`src/hdl/cmfb_pkg.sv`:
```
// cmfb_pkg: shared constants and types for the miss fill with bypass
// assumes: word addressed processor, 32-bit words, four-word blocks
package cmfb_pkg;
    // -----------------------------------------------------------------
    // geometry
    // -----------------------------------------------------------------
    localparam int unsigned WORD_W = 32;
    localparam int unsigned BLOCK_BYTES = 16;
    localparam int unsigned WORD_BYTES = 4;
    localparam int unsigned BLOCK_WORDS = BLOCK_BYTES / WORD_BYTES;
    localparam int unsigned OFS_W = 2;
    localparam int unsigned ADDR_W = 30;
    localparam int unsigned FIFO_DEPTH = 8;
    localparam logic [OFS_W-1:0] OFS_LAST = 2'h3;
    localparam logic [OFS_W-1:0] OFS_ONE = 2'h1;
    // -----------------------------------------------------------------
    // fill sequencer states
    // -----------------------------------------------------------------
    typedef enum logic [2:0] {
        CMFB_IDLE,
        CMFB_ADDR,
        CMFB_FILL,
        CMFB_WRITE
    } cmfb_state_t;
endpackage

```
`src/hdl/cmfb_fifo_if.sv`:
```
// cmfb_fifo_if: valid/ready stream between the fill logic and its fifo
// assumes: one clock domain, transfer when valid and ready are both high
`timescale 1ns/100ps
interface cmfb_fifo_if #(parameter int unsigned W = 32);
    logic in_valid;
    logic in_ready;
    logic [W-1:0] in_data;
    logic out_valid;
    logic out_ready;
    logic [W-1:0] out_data;
    modport fifo (input in_valid, input in_data, output in_ready,
                  output out_valid, output out_data, input out_ready);
    modport user (output in_valid, output in_data, input in_ready,
                  input out_valid, input out_data, output out_ready);
endinterface // cmfb_fifo_if

```
`src/hdl/cmfb_fifo.sv`:
```
// cmfb_fifo: small synchronous fifo, registered read data
// assumes: single clock, asynchronous active low reset
`timescale 1ns/100ps
module cmfb_fifo #(
    parameter int unsigned W = 32,
    parameter int unsigned DEPTH = 8
) (
    input wire logic clk,
    input wire logic resetn,
    cmfb_fifo_if.fifo s
);
    localparam int unsigned AW = $clog2(DEPTH);
    logic [W-1:0] mem_q [DEPTH];
    logic [AW-1:0] wp_q, wp_d, rp_q, rp_d;
    logic [AW:0] cnt_q, cnt_d;
    logic [W-1:0] dout_q, dout_d;
    logic ov_q, ov_d;
    logic rdy_q, rdy_d;
    logic push, pop, load;

    // -----------------------------------------------------------------
    // pointers and output register
    // -----------------------------------------------------------------
    always_comb begin
        pop = ov_q && s.out_ready;
        load = (cnt_q != '0) && (!ov_q || pop);
        push = s.in_valid && rdy_q;
        wp_d = push ? wp_q + 1'b1 : wp_q;
        rp_d = load ? rp_q + 1'b1 : rp_q;
        cnt_d = cnt_q + (AW+1)'(push) - (AW+1)'(load);
        dout_d = load ? mem_q[rp_q] : dout_q;
        ov_d = load ? 1'b1 : (pop ? 1'b0 : ov_q);
        // registered so that the ready seen outside comes from a flop
        rdy_d = (cnt_d != (AW+1)'(DEPTH));
    end

    always_ff @(posedge clk or negedge resetn) begin
        if (!resetn) begin
            wp_q <= '0;
            rp_q <= '0;
            cnt_q <= '0;
            dout_q <= '0;
            ov_q <= 1'b0;
            rdy_q <= 1'b1;
        end else begin
            wp_q <= wp_d;
            rp_q <= rp_d;
            cnt_q <= cnt_d;
            dout_q <= dout_d;
            ov_q <= ov_d;
            rdy_q <= rdy_d;
        end
    end

    // storage has no reset; only written words are ever read
    always_ff @(posedge clk) begin
        if (push) begin
            mem_q[wp_q] <= s.in_data;
        end
    end

    assign s.in_ready = rdy_q;
    assign s.out_valid = ov_q;
    assign s.out_data = dout_q;
endmodule // cmfb_fifo

```
`src/hdl/cmfb_fill.sv`:
```
// cmfb_fill: cache miss fill with fetch bypass and wraparound load buffer
// assumes: hit/miss decided outside; memory burst port same clock domain
//
// Behaviour
// [RULE1] a processor miss starts a cycle that fetches the block and feeds cache and processor.
// [RULE2] the bypass buffer takes the requested word as soon as memory returns it.
// [RULE3] the processor gets the missed word from the bypass and may continue at once.
// [RULE4] all block words gather in the wraparound buffer and the array is written once complete.
// [RULE5] a later request into the block stalls until the update, or is served from the buffer.
// [RULE6] one address is issued per 16-byte block, not one per 4-byte word.
// [RULE7] a block is 16 bytes, four consecutive words after one start address.
// [RULE8] the nibble memory takes one address and shifts four words out on strobes.
// [RULE9] the nibble memory precharges once, after all four words.
// [RULE10] standard memory needs one address and precharge per access, handled by its controller.
// [RULE11] page or static column memory gets column addresses from its controller.
// [RULE12] gated row precharge may end the row strobe early, handled by the controller.
// [RULE13] the burst starts at the missed word and wraps to the block start.
`timescale 1ns/100ps
module cmfb_fill #(
    parameter int unsigned W = cmfb_pkg::WORD_W,
    parameter int unsigned AW = cmfb_pkg::ADDR_W,
    parameter int unsigned DEPTH = cmfb_pkg::FIFO_DEPTH
) (
    input wire logic clk,
    input wire logic resetn,
    input wire logic cpu_miss,
    input wire logic [AW-1:0] cpu_addr,
    input wire logic cpu_req,
    input wire logic [AW-1:0] cpu_req_addr,
    output logic cpu_rdata_valid,
    output logic [W-1:0] cpu_rdata,
    output logic cpu_stall,
    output logic mem_addr_valid,
    output logic [AW-1:0] mem_addr,
    input wire logic mem_addr_ready,
    input wire logic mem_data_valid,
    input wire logic [W-1:0] mem_data,
    output logic mem_data_ready,
    output logic cache_wr,
    output logic [AW-1:0] cache_wr_addr,
    output logic [W*cmfb_pkg::BLOCK_WORDS-1:0] cache_wr_block,
    output logic busy
);
    localparam int unsigned NW = cmfb_pkg::BLOCK_WORDS;
    localparam int unsigned OW = cmfb_pkg::OFS_W;

    cmfb_fifo_if #(.W(W)) fq ();
    cmfb_fifo #(.W(W), .DEPTH(DEPTH)) u_fifo (
        .clk(clk),
        .resetn(resetn),
        .s(fq)
    );

    cmfb_pkg::cmfb_state_t st_q, st_d;
    logic [AW-OW-1:0] blk_q, blk_d;
    logic [OW-1:0] crit_q, crit_d, ofs_q, ofs_d;
    logic [NW-1:0] have_q, have_d;
    logic [W-1:0] wbuf_q [NW];
    logic [W-1:0] wbuf_d [NW];
    logic [W-1:0] byp_q, byp_d;
    logic rv_q, rv_d, stall_q, stall_d, mav_q, mav_d, cw_q, cw_d;
    logic busy_q, busy_d;
    logic [W-1:0] rd_q, rd_d;
    logic [AW-1:0] ma_q, ma_d;
    logic [AW-1:0] cwa_q, cwa_d;
    logic [W*NW-1:0] cwb_q, cwb_d;
    logic take, same_blk;
    logic [OW-1:0] req_ofs;

    // memory words enter the fifo; the fill logic drains it one per cycle
    assign fq.in_valid = mem_data_valid;
    assign fq.in_data = mem_data;
    assign fq.out_ready = (st_q == cmfb_pkg::CMFB_FILL);
    assign take = fq.out_valid && fq.out_ready;
    assign same_blk = (cpu_req_addr[AW-1:OW] == blk_q);
    assign req_ofs = cpu_req_addr[OW-1:0];

    // -----------------------------------------------------------------
    // miss sequencer
    // -----------------------------------------------------------------
    always_comb begin
        st_d = st_q;
        blk_d = blk_q;
        crit_d = crit_q;
        ofs_d = ofs_q;
        have_d = have_q;
        wbuf_d = wbuf_q;
        byp_d = byp_q;
        rv_d = 1'b0;
        rd_d = rd_q;
        stall_d = 1'b0;
        mav_d = mav_q;
        ma_d = ma_q;
        cw_d = 1'b0;
        cwa_d = cwa_q;
        cwb_d = cwb_q;
        case (st_q)
            cmfb_pkg::CMFB_IDLE: begin
                // the array write cycle still counts as busy, so a miss waits for it
                if (cpu_miss && !cw_q) begin // [RULE1]
                    blk_d = cpu_addr[AW-1:OW];
                    crit_d = cpu_addr[OW-1:0];
                    ofs_d = cpu_addr[OW-1:0]; // [RULE13]
                    have_d = '0;
                    mav_d = 1'b1;
                    ma_d = cpu_addr; // critical word first, one address [RULE6]
                    stall_d = 1'b1;
                    st_d = cmfb_pkg::CMFB_ADDR;
                end
            end
            cmfb_pkg::CMFB_ADDR: begin
                stall_d = 1'b1;
                if (mem_addr_ready) begin
                    mav_d = 1'b0; // address drops once taken; strobe timing is the controller's [RULE12]
                    st_d = cmfb_pkg::CMFB_FILL;
                end
            end
            cmfb_pkg::CMFB_FILL: begin
                stall_d = stall_q;
                if (take) begin
                    wbuf_d[ofs_q] = fq.out_data; // [RULE4]
                    have_d[ofs_q] = 1'b1;
                    ofs_d = ofs_q + cmfb_pkg::OFS_ONE; // wraps in block [RULE7] [RULE13]
                    if (ofs_q == crit_q) begin
                        byp_d = fq.out_data; // [RULE2]
                        rv_d = 1'b1; // [RULE3]
                        rd_d = fq.out_data;
                        stall_d = 1'b0;
                    end
                    if (ofs_d == crit_q) begin
                        st_d = cmfb_pkg::CMFB_WRITE;
                    end
                end
                // later word of this block: serve from buffer or hold [RULE5]
                if (cpu_req && same_blk && !(take && ofs_q == crit_q)) begin
                    if (have_q[req_ofs]) begin
                        rv_d = 1'b1;
                        rd_d = (req_ofs == crit_q) ? byp_q : wbuf_q[req_ofs]; // [RULE2]
                        stall_d = 1'b0;
                    end else begin
                        stall_d = 1'b1;
                    end
                end
            end
            cmfb_pkg::CMFB_WRITE: begin
                cw_d = 1'b1; // one array write for the whole block [RULE4]
                cwa_d = {blk_q, {OW{1'b0}}};
                for (int i = 0; i < NW; i++) begin
                    cwb_d[i*W +: W] = wbuf_q[i];
                end
                // last word of the wrap lands here; serve it rather than stall [RULE5]
                if (cpu_req && same_blk) begin
                    rv_d = 1'b1;
                    rd_d = wbuf_q[req_ofs];
                end
                st_d = cmfb_pkg::CMFB_IDLE;
            end
            default: begin
                st_d = cmfb_pkg::CMFB_IDLE;
            end
        endcase
        busy_d = (st_d != cmfb_pkg::CMFB_IDLE) || cw_d;
    end

    always_ff @(posedge clk or negedge resetn) begin
        if (!resetn) begin
            st_q <= cmfb_pkg::CMFB_IDLE;
            blk_q <= '0;
            crit_q <= '0;
            ofs_q <= '0;
            have_q <= '0;
            byp_q <= '0;
            rv_q <= 1'b0;
            rd_q <= '0;
            stall_q <= 1'b0;
            mav_q <= 1'b0;
            ma_q <= '0;
            cw_q <= 1'b0;
            cwa_q <= '0;
            cwb_q <= '0;
            busy_q <= 1'b0;
            for (int i = 0; i < NW; i++) begin
                wbuf_q[i] <= '0;
            end
        end else begin
            st_q <= st_d;
            blk_q <= blk_d;
            crit_q <= crit_d;
            ofs_q <= ofs_d;
            have_q <= have_d;
            byp_q <= byp_d;
            rv_q <= rv_d;
            rd_q <= rd_d;
            stall_q <= stall_d;
            mav_q <= mav_d;
            ma_q <= ma_d;
            cw_q <= cw_d;
            cwa_q <= cwa_d;
            cwb_q <= cwb_d;
            busy_q <= busy_d;
            for (int i = 0; i < NW; i++) begin
                wbuf_q[i] <= wbuf_d[i];
            end
        end
    end

    // -----------------------------------------------------------------
    // outputs, all registered
    // -----------------------------------------------------------------
    assign cpu_rdata_valid = rv_q;
    assign cpu_rdata = rd_q;
    assign cpu_stall = stall_q;
    assign mem_addr_valid = mav_q;
    assign mem_addr = ma_q;
    // fifo full pushes back on the memory burst
    assign mem_data_ready = fq.in_ready;
    assign cache_wr = cw_q;
    assign cache_wr_addr = cwa_q;
    assign cache_wr_block = cwb_q;
    assign busy = busy_q;
endmodule // cmfb_fill

```
`config.mk`:
```
export PLATFORM = sky130hd
export DESIGN_NAME = cmfb_fill
export DESIGN_NICKNAME = d
export VERILOG_FILES = /design/src/hdl/cmfb_pkg.sv /design/src/hdl/cmfb_fifo_if.sv /design/src/hdl/cmfb_fifo.sv /design/src/hdl/cmfb_fill.sv
export SDC_FILE = /design/constraint.sdc
export NUM_CORES = 1
export LEC_CHECK = 0
export BUFFER_PORTS_ARGS = -buffer_cell sky130_fd_sc_hd__buf_4
export CAP_MARGIN = 25
export CORE_ASPECT_RATIO = 1.4
export CORE_MARGIN = 2
export CORE_UTILIZATION = 55
export CTS_BUF_LIST = sky130_fd_sc_hd__clkbuf_8
export CTS_CLUSTER_SIZE = 14
export DETAILED_ROUTE_END_ITERATION = 16
export PLACE_DENSITY = 0.82
export SLEW_MARGIN = 10
export SYNTH_ARGS = -nofsm -noshare
export SYNTH_HDL_FRONTEND = slang
export SYNTH_HIERARCHICAL = 1
export SYNTH_SLANG_ARGS = --single-unit
```
`constraint.sdc`:
```
create_clock -name clk -period 4.75 [get_ports clk]
set_input_delay 0.475 -clock clk [delete_from_list [all_inputs] [get_ports clk]]
set_output_delay 0.475 -clock clk [all_outputs]
set_load 0.02 [all_outputs]
```
==> impl_metrics.yaml, run 1 <==
floorplan:
  core_um2: 52020
  rows: 99
  die_h_um: 275.0
  ios: 324
  start_util_pct: 55.45
  die_area_um2: 54320
  die_w_um: 197.6
synth:
  syn_avg_cell_area_um2: 13.37
  synth_warnings: 6
  seq_area_frac_synth_pct: 64.48
  synthCells: 2157
  synth_area_um2: 28850
  synth_seq_cells: 692
  synth_flop_cell: "dfrtp_1"
  synth_cell_types: 52
  synth_edf_count: 256
  synthArstFlopShare_pct: 63.01
routing:
  avgRoutedWirePerCell_um: 21.79
  drtPass1Iterations: 5
  via_per_inst: 5.715
  totalWireLength_um: 71080
  drt_iter0_drc: 1218
  drtAntennaViolNets: 0
  drc_errors: 0
  vias: 18640
global_route:
  grt_pass1_wl_um: 107700
  track_usage_pct: 26.07
  gr-total-overflow: 0
  grt_start_max_net_pins: 131
  grt_pass1_vias: 19140
  antenna_found_initial: 2
pwr:
  leakagePower_nw: 16.00
  power.density_nw_per_um2: 525.2
  peakVddDrop_mv: 0.2614
clock_tree:
  cts_tree: "done"
  clk-insertion-delay-late_ns: 0.68
  cts-root-buf: "clkbuf_8"
  cts-htree-levels: 3
  clk_pin_slew_ns: 0.07
  post_cts_resized: 0
  cts_buffer_depth: 3
  cts_num_sinks: 692
  cts_made_buffers: 96
  post-cts-setup-buffers: 0
setup_path:
  critPathLaunchType: "register"
  reg2reg_from: "ofs_q[0]$_DFFE_PN0P_"
  ff2ff_setup_slack_ns: 1.13
  cp_data_required_time_ns: 5.30
  end_kind: "register"
  critPathBufInv: 1
  critPathKind: "reg2reg"
  worst_path_max_delay_cell: "nand4_2"
  cp_cell_sequence: "xnor2_1 > nand3_1 > or3_4 > nand4_2 > buf_4 > o21ai_2 > a2bb2oi_2"
  crit_fanout: 66
  critPathTopFamily: "simple AND/OR/NAND/NOR gates"
  reg2reg_to: "cpu_rdata[14]$_DFFE_PN0P_"
  rr_worst_depth: 7
  arrival_ns: 4.18
  critPathMaxStageDelay_ns: 1.04
timing:
  fin_skew_ns: 0.02734
  setup_violations: 0
  slew_headroom_pct: 26.83
  fin_crit_sh_pct: 76.24
  setup_tns_ns: 0
  rsz0062_at_grt: "no"
  max_freq_mhz: 276.1
  hold_viol: 0
  fin_crit_ns: 3.621
  report.final.slew_viol_count: 0
  worst_pin_slew_ns: 1.098
worst_hold_path:
  holdPathStages: 2
  hp-class: "in2reg"
  whs_endpoint: "blk_q[16]$_DFFE_PN0P_"
  hp-start: "cpu_addr[18]"
layout:
  nets: 2641
  fin_util_pct: 65.55
  finalInstanceArea_um2: 34100
  syn2layout_area_growth_pct: 18.22
  drive_gt1_share_pct: 30.26
placed_design:
  portBuffers: 321
  dp_hpwl_um: 45420
  dpl_cell_area_um2: 31700
  gp_congestion: 0.8398
flow_run:
  maxCapViolations: 0
run_status:
  status: "finished clean"
==> placed cells by master (no fill, tap or decap), drive strengths merged, types with 4 or more instances in the layout <==
cell         Yosys  layout
nand2          552     552
clkbuf          38     113
nand3           37      37
nand4           11      11
mux2i          130     130
dfrtp          435     435
clkinv           0      26
edfxtp         256     256
o21ai           37      37
a2bb2oi         32      32
a22oi           64      64
buf             89     353
nor4             6       6
a21oi           41      41
o22a            32      32
mux2           191     191
dlygate4sd3      0      48
nor3             7       7
mux4            33      33
inv             12      39
xor2             4       4
nand2b           6       6
ha              11      11
xnor2           35      35
nor2            81      81
==> per-stage QoR <==
step / cells / total power [mW] / hold WS, ns / setup slack [ns]
finish: 3262 / 17.91 / 0.04301 / 1.129
global route: 3262 / 18.76 / 0.01458 / 1.030
CTS: 3258 / 17.98 / 0.0008065 / 1.172
detailed placement: 3039 / 13.49 / 0.4645 / 1.172
global placement: 3037 / 13.23 / 0.4602 / 1.326
floorplan: 2159 / 11.61 / 0.1794 / 0.3922
==> worst max path at each step <==
stage / from / end / slack [ns] / depth (start not counted)
after floorplan: u_fifo/s.in_ready$_DFF_PN1_ / u_fifo/mem_q[0][0]$_DFFE_PP_ / 0.39 / 2
after global placement: ofs_q[0]$_DFFE_PN0P_ / cpu_rdata[21]$_DFFE_PN0P_ / 1.33 / 7
after detailed placement: ofs_q[0]$_DFFE_PN0P_ / cpu_rdata[16]$_DFFE_PN0P_ / 1.17 / 7
after CTS: ofs_q[0]$_DFFE_PN0P_ / cpu_rdata[14]$_DFFE_PN0P_ / 1.17 / 7
after global routing: ofs_q[0]$_DFFE_PN0P_ / cpu_rdata[14]$_DFFE_PN0P_ / 1.03 / 7
final: ofs_q[0]$_DFFE_PN0P_ / cpu_rdata[14]$_DFFE_PN0P_ / 1.13 / 7
==> logic make-up (layout without fill, tap and decap cells) <==
group	count (synthesis)	count (layout)	share of synthesized area, %
and+or+nand+nor	709	709	9.889
DFF	692	692	64.48
muxes	354	354	14.93
AOI/OAI and AO/OA	211	211	6.077
buffers and inverters	139	584	2.854
xor gates and xnor gates	39	39	1.210
adders and majority gates	12	12	0.5465
other	1	5	0.01300
==> area by class of cell <==
type	count	area (um2)
clock buffer	113	1555
antenna	2	5.005
sequential	692	18600
multi-input combinational	1328	9525
clock inverter	58	322.8
tap	656	820.8
timing repair buffer	401	3221
fill	3681	17920
inverter	12	50.05
==> flip-flops by register name (all words and copies together), names as in the netlist, 2 cells and up <==
name / count
blk_q: 28
byp_q: 32
cache_wr_addr: 28
cache_wr_block: 128
cpu_rdata: 32
have_q: 4
ofs_q: 2
st_q: 3
u_fifo/cnt_q: 4
u_fifo/mem_q: 256
u_fifo/rp_q: 3
u_fifo/s.out_data: 32
u_fifo/wp_q: 3
wbuf_q: 128
==> power breakdown <==
group	internal, mW	total (mW)	switching (mW)	leakage, nW
combinational	2.21	4.75	2.55	6.86
sequential	7.53	8.71	1.18	8.08
clock	2.28	4.45	2.17	1.06
total	12.0	17.9	5.90	16.0
==> metal layers <==
layer	GRT usage (%)	up-vias	share of wire, %	wire, um
met5	0	-	0	0
met4	12.56	0	4.0	2813
met3	5.039	153	6.5	4647
met2	46.53	692	52	36920
met1	30.19	9444	38	26700
li1	-	8354	-	-
==> synth_stat cells, types with 32 or more instances <==
| master | number | area (um2) |
|---|---|---|
| xnor2_1 | 35 | 306.5 |
| mux2_2 | 156 | 1757 |
| a22oi_1 | 64 | 480.5 |
| nor2_1 | 79 | 296.5 |
| dfrtp_1 | 435 | 10890 |
| nand2_1 | 549 | 2061 |
| nand3_1 | 37 | 185.2 |
| buf_2 | 52 | 260.3 |
| o22a_1 | 32 | 280.3 |
| mux2i_1 | 130 | 1301 |
| mux4_2 | 33 | 743.2 |
| clkbuf_1 | 37 | 138.9 |
| edfxtp_1 | 256 | 7687 |
| a21oi_1 | 39 | 195.2 |
==> timing repair <==
action / CTS / global route
setup endpoints to repair: 0 / 0
hold buffers: 48 / 0
endpoints found under the hold margin: 340 / 0
Note: power is estimated with default switching activity, not from simulation.
==> run 2, diff against run 1 <==
--- a/config.mk
+++ b/config.mk
@@ -13,7 +13,7 @@
 export CTS_BUF_LIST = sky130_fd_sc_hd__clkbuf_8
 export CTS_CLUSTER_SIZE = 14
 export DETAILED_ROUTE_END_ITERATION = 16
-export PLACE_DENSITY = 0.82
+export PLACE_DENSITY = 0.85
 export SLEW_MARGIN = 10
 export SYNTH_ARGS = -nofsm -noshare
 export SYNTH_HDL_FRONTEND = slang
==> constraint.sdc (replaced) <==
create_clock -name clk -period 3.2 [get_ports clk]
set_input_delay 0.32 -clock clk [delete_from_list [all_inputs] [get_ports clk]]
set_output_delay 0.32 -clock clk [all_outputs]
set_load 0.02 [all_outputs]
==> impl_metrics.yaml, run 2 (synthesis gave the netlist of run 1 again) <==
run_status:
  status: "finished clean"
clock_tree:
  cts-htree-levels: 3
  cts_num_sinks: 692
  post_cts_resized: 0
  cts_made_buffers: 96
  clk_pin_slew_ns: 0.06
  cts_tree: "done"
  clk-insertion-delay-late_ns: 0.68
  cts-root-buf: "clkbuf_8"
  cts_buffer_depth: 3
routing:
  drt_iter0_drc: 1192
  via_per_inst: 5.726
  drc_errors: 0
  drtPass1Iterations: 5
  drtAntennaViolNets: 0
  avgRoutedWirePerCell_um: 21.98
  vias: 18830
  totalWireLength_um: 72300
floorplan:
  die_h_um: 275.0
  die_w_um: 197.6
  die_area_um2: 54320
  rows: 99
  core_um2: 52020
  ios: 324
  start_util_pct: 55.45
pwr:
  peakVddDrop_mv: 0.3300
  leakagePower_nw: 16.14
  p_total_mw: 26.69
  power.density_nw_per_um2: 774.2
setup_path:
  cp_data_required_time_ns: 3.77
  arrival_ns: 3.52
  cp_cell_sequence: "nand2b_4 > nor2_4 > nand2b_1 > o21ai_4 > inv_2 > ha_1 > inv_1 > ha_1 > inv_1 > fa_1 > inv_1 > or4b_1"
  critPathMaxStageDelay_ns: 0.53
  end_kind: "register"
  critPathLaunchType: "register"
  worst_path_max_delay_cell: "fa_1"
  critPathBufInv: 4
  critPathKind: "reg2reg"
  critPathTopFamily: "simple AND/OR/NAND/NOR gates"
  cp_common_cell: "inv_1"
  crit_fanout: 7
layout:
  drive_gt1_share_pct: 30.43
  multi_input_area_um2: 9543
  syn2layout_area_growth_pct: 19.54
  final_common_cell: "nand2_1"
  final_cell_mix: "548 x nand2_1, 434 x dfrtp_1, 349 x buf_4"
  top_register: "u_fifo/mem_q"
  nets: 2670
  fillers: 3533
  largest_reg_flops: 256
  regArea_um2: 18600
  final_cells: 3289
timing:
  setup_violations: 0
  fin_crit_ns: 2.952
  rsz0062_at_grt: "no"
  fin_skew_ns: 0.03980
  max_freq_mhz: 338.8
  slew_headroom_pct: 39.87
  worst_slack_ns: 0.2485
  hold_viol: 0
  fin_crit_sh_pct: 92.24
  worst_pin_slew_ns: 0.9020
  report.final.slew_viol_count: 0
global_route:
  grt_pass1_wl_um: 111700
  gr-total-overflow: 0
  grt_pass1_vias: 20070
  track_usage_pct: 26.89
  antenna_found_initial: 1
  grt_start_max_net_pins: 189
placed_design:
  portBuffers: 321
  place_ws_ns: 0.3367
  gp_congestion: 0.8593
  dp_hpwl_um: 46140
  dp.cells: 3053
worst_hold_path:
  hp-class: "in2reg"
flow_run:
  maxCapViolations: 0
==> run 2: area by class of cell <==
type,instances,share of cell area [%]
Clock inverter,56,0.8926
Sequential cell,692,53.95
Clock buffer,114,4.550
Antenna cell,1,0.007257
Multi-Input combinational cell,1328,27.68
Timing Repair Buffer,430,10.40
Inverter,12,0.1451
Tap cell,656,2.380
==> run 2: repair_timing <==
item | 4_1_cts | 5_1_grt
setup buffers | 0 | 0
hold buffers | 65 | 0
endpoints found under the hold margin | 372 | 0
endpoints found under the setup margin | 0 | 0
==> run 2: through the flow <==
step | instance area [um2] | setup TNS, ns | utilization, % | hold WS (ns)
after floorplan | 28870 | -30.81 | - | 0.02441
after global placement | 31950 | 0 | 61.42 | 0.3861
after detailed placement | 31950 | 0 | 61.42 | 0.4083
after CTS | 34480 | 0 | 66.27 | 0.07941
after global routing | 34480 | 0 | 66.28 | 0.1354
final | 34480 | 0 | 66.28 | 0.1441
==> run 2: final timing paths <==
check	startpoint	endpoint	slack (ns)	cells after the start
max	st_q[1]$_DFF_PN0_	u_fifo/s.in_ready$_DFF_PN1_	0.25	12
min	cpu_miss	busy$_DFF_PN0_	0.14	4
max reg2reg	st_q[1]$_DFF_PN0_	u_fifo/s.in_ready$_DFF_PN1_	0.25	12
min reg2reg	cache_wr_block[50]$_DFFE_PN0P_	cache_wr_block[50]$_DFFE_PN0P_	0.48	2
max in group asynchronous	resetn	cache_wr_block[120]$_DFFE_PN0P_	2.02	3
min in group asynchronous	resetn	cache_wr_addr[29]$_DFFE_PN0P_	0.24	2
==> run 2: power breakdown <==
group / total [mW] / leakage (nW) / internal, mW / switching [mW]
clock: 6.56 / 1.05 / 3.34 / 3.22
combinational: 7.07 / 7.01 / 3.34 / 3.73
sequential: 13.1 / 8.08 / 11.2 / 1.89
total: 26.7 / 16.1 / 17.9 / 8.84
==> run 2: worst register-to-register path, cell delays in order (launching register included) <==
cell,delay [ns]
dfrtp_1,0.50
nand2b_4,0.13
nor2_4,0.18
nand2b_1,0.25
o21ai_4,0.09
inv_2,0.07
ha_1,0.22
inv_1,0.07
ha_1,0.17
inv_1,0.06
fa_1,0.53
inv_1,0.07
or4b_1,0.53
==> run 2: layer usage <==
| layer | global-route usage [%] | vias to the layer above | wire length (um) |
|---|---|---|---|
| li1 | - | 8421 | - |
| met1 | 31.54 | 9476 | 27130 |
| met2 | 46.99 | 744 | 37180 |
| met3 | 5.296 | 192 | 4693 |
| met4 | 14.03 | 0 | 3292 |
| met5 | 0 | - | 0 |
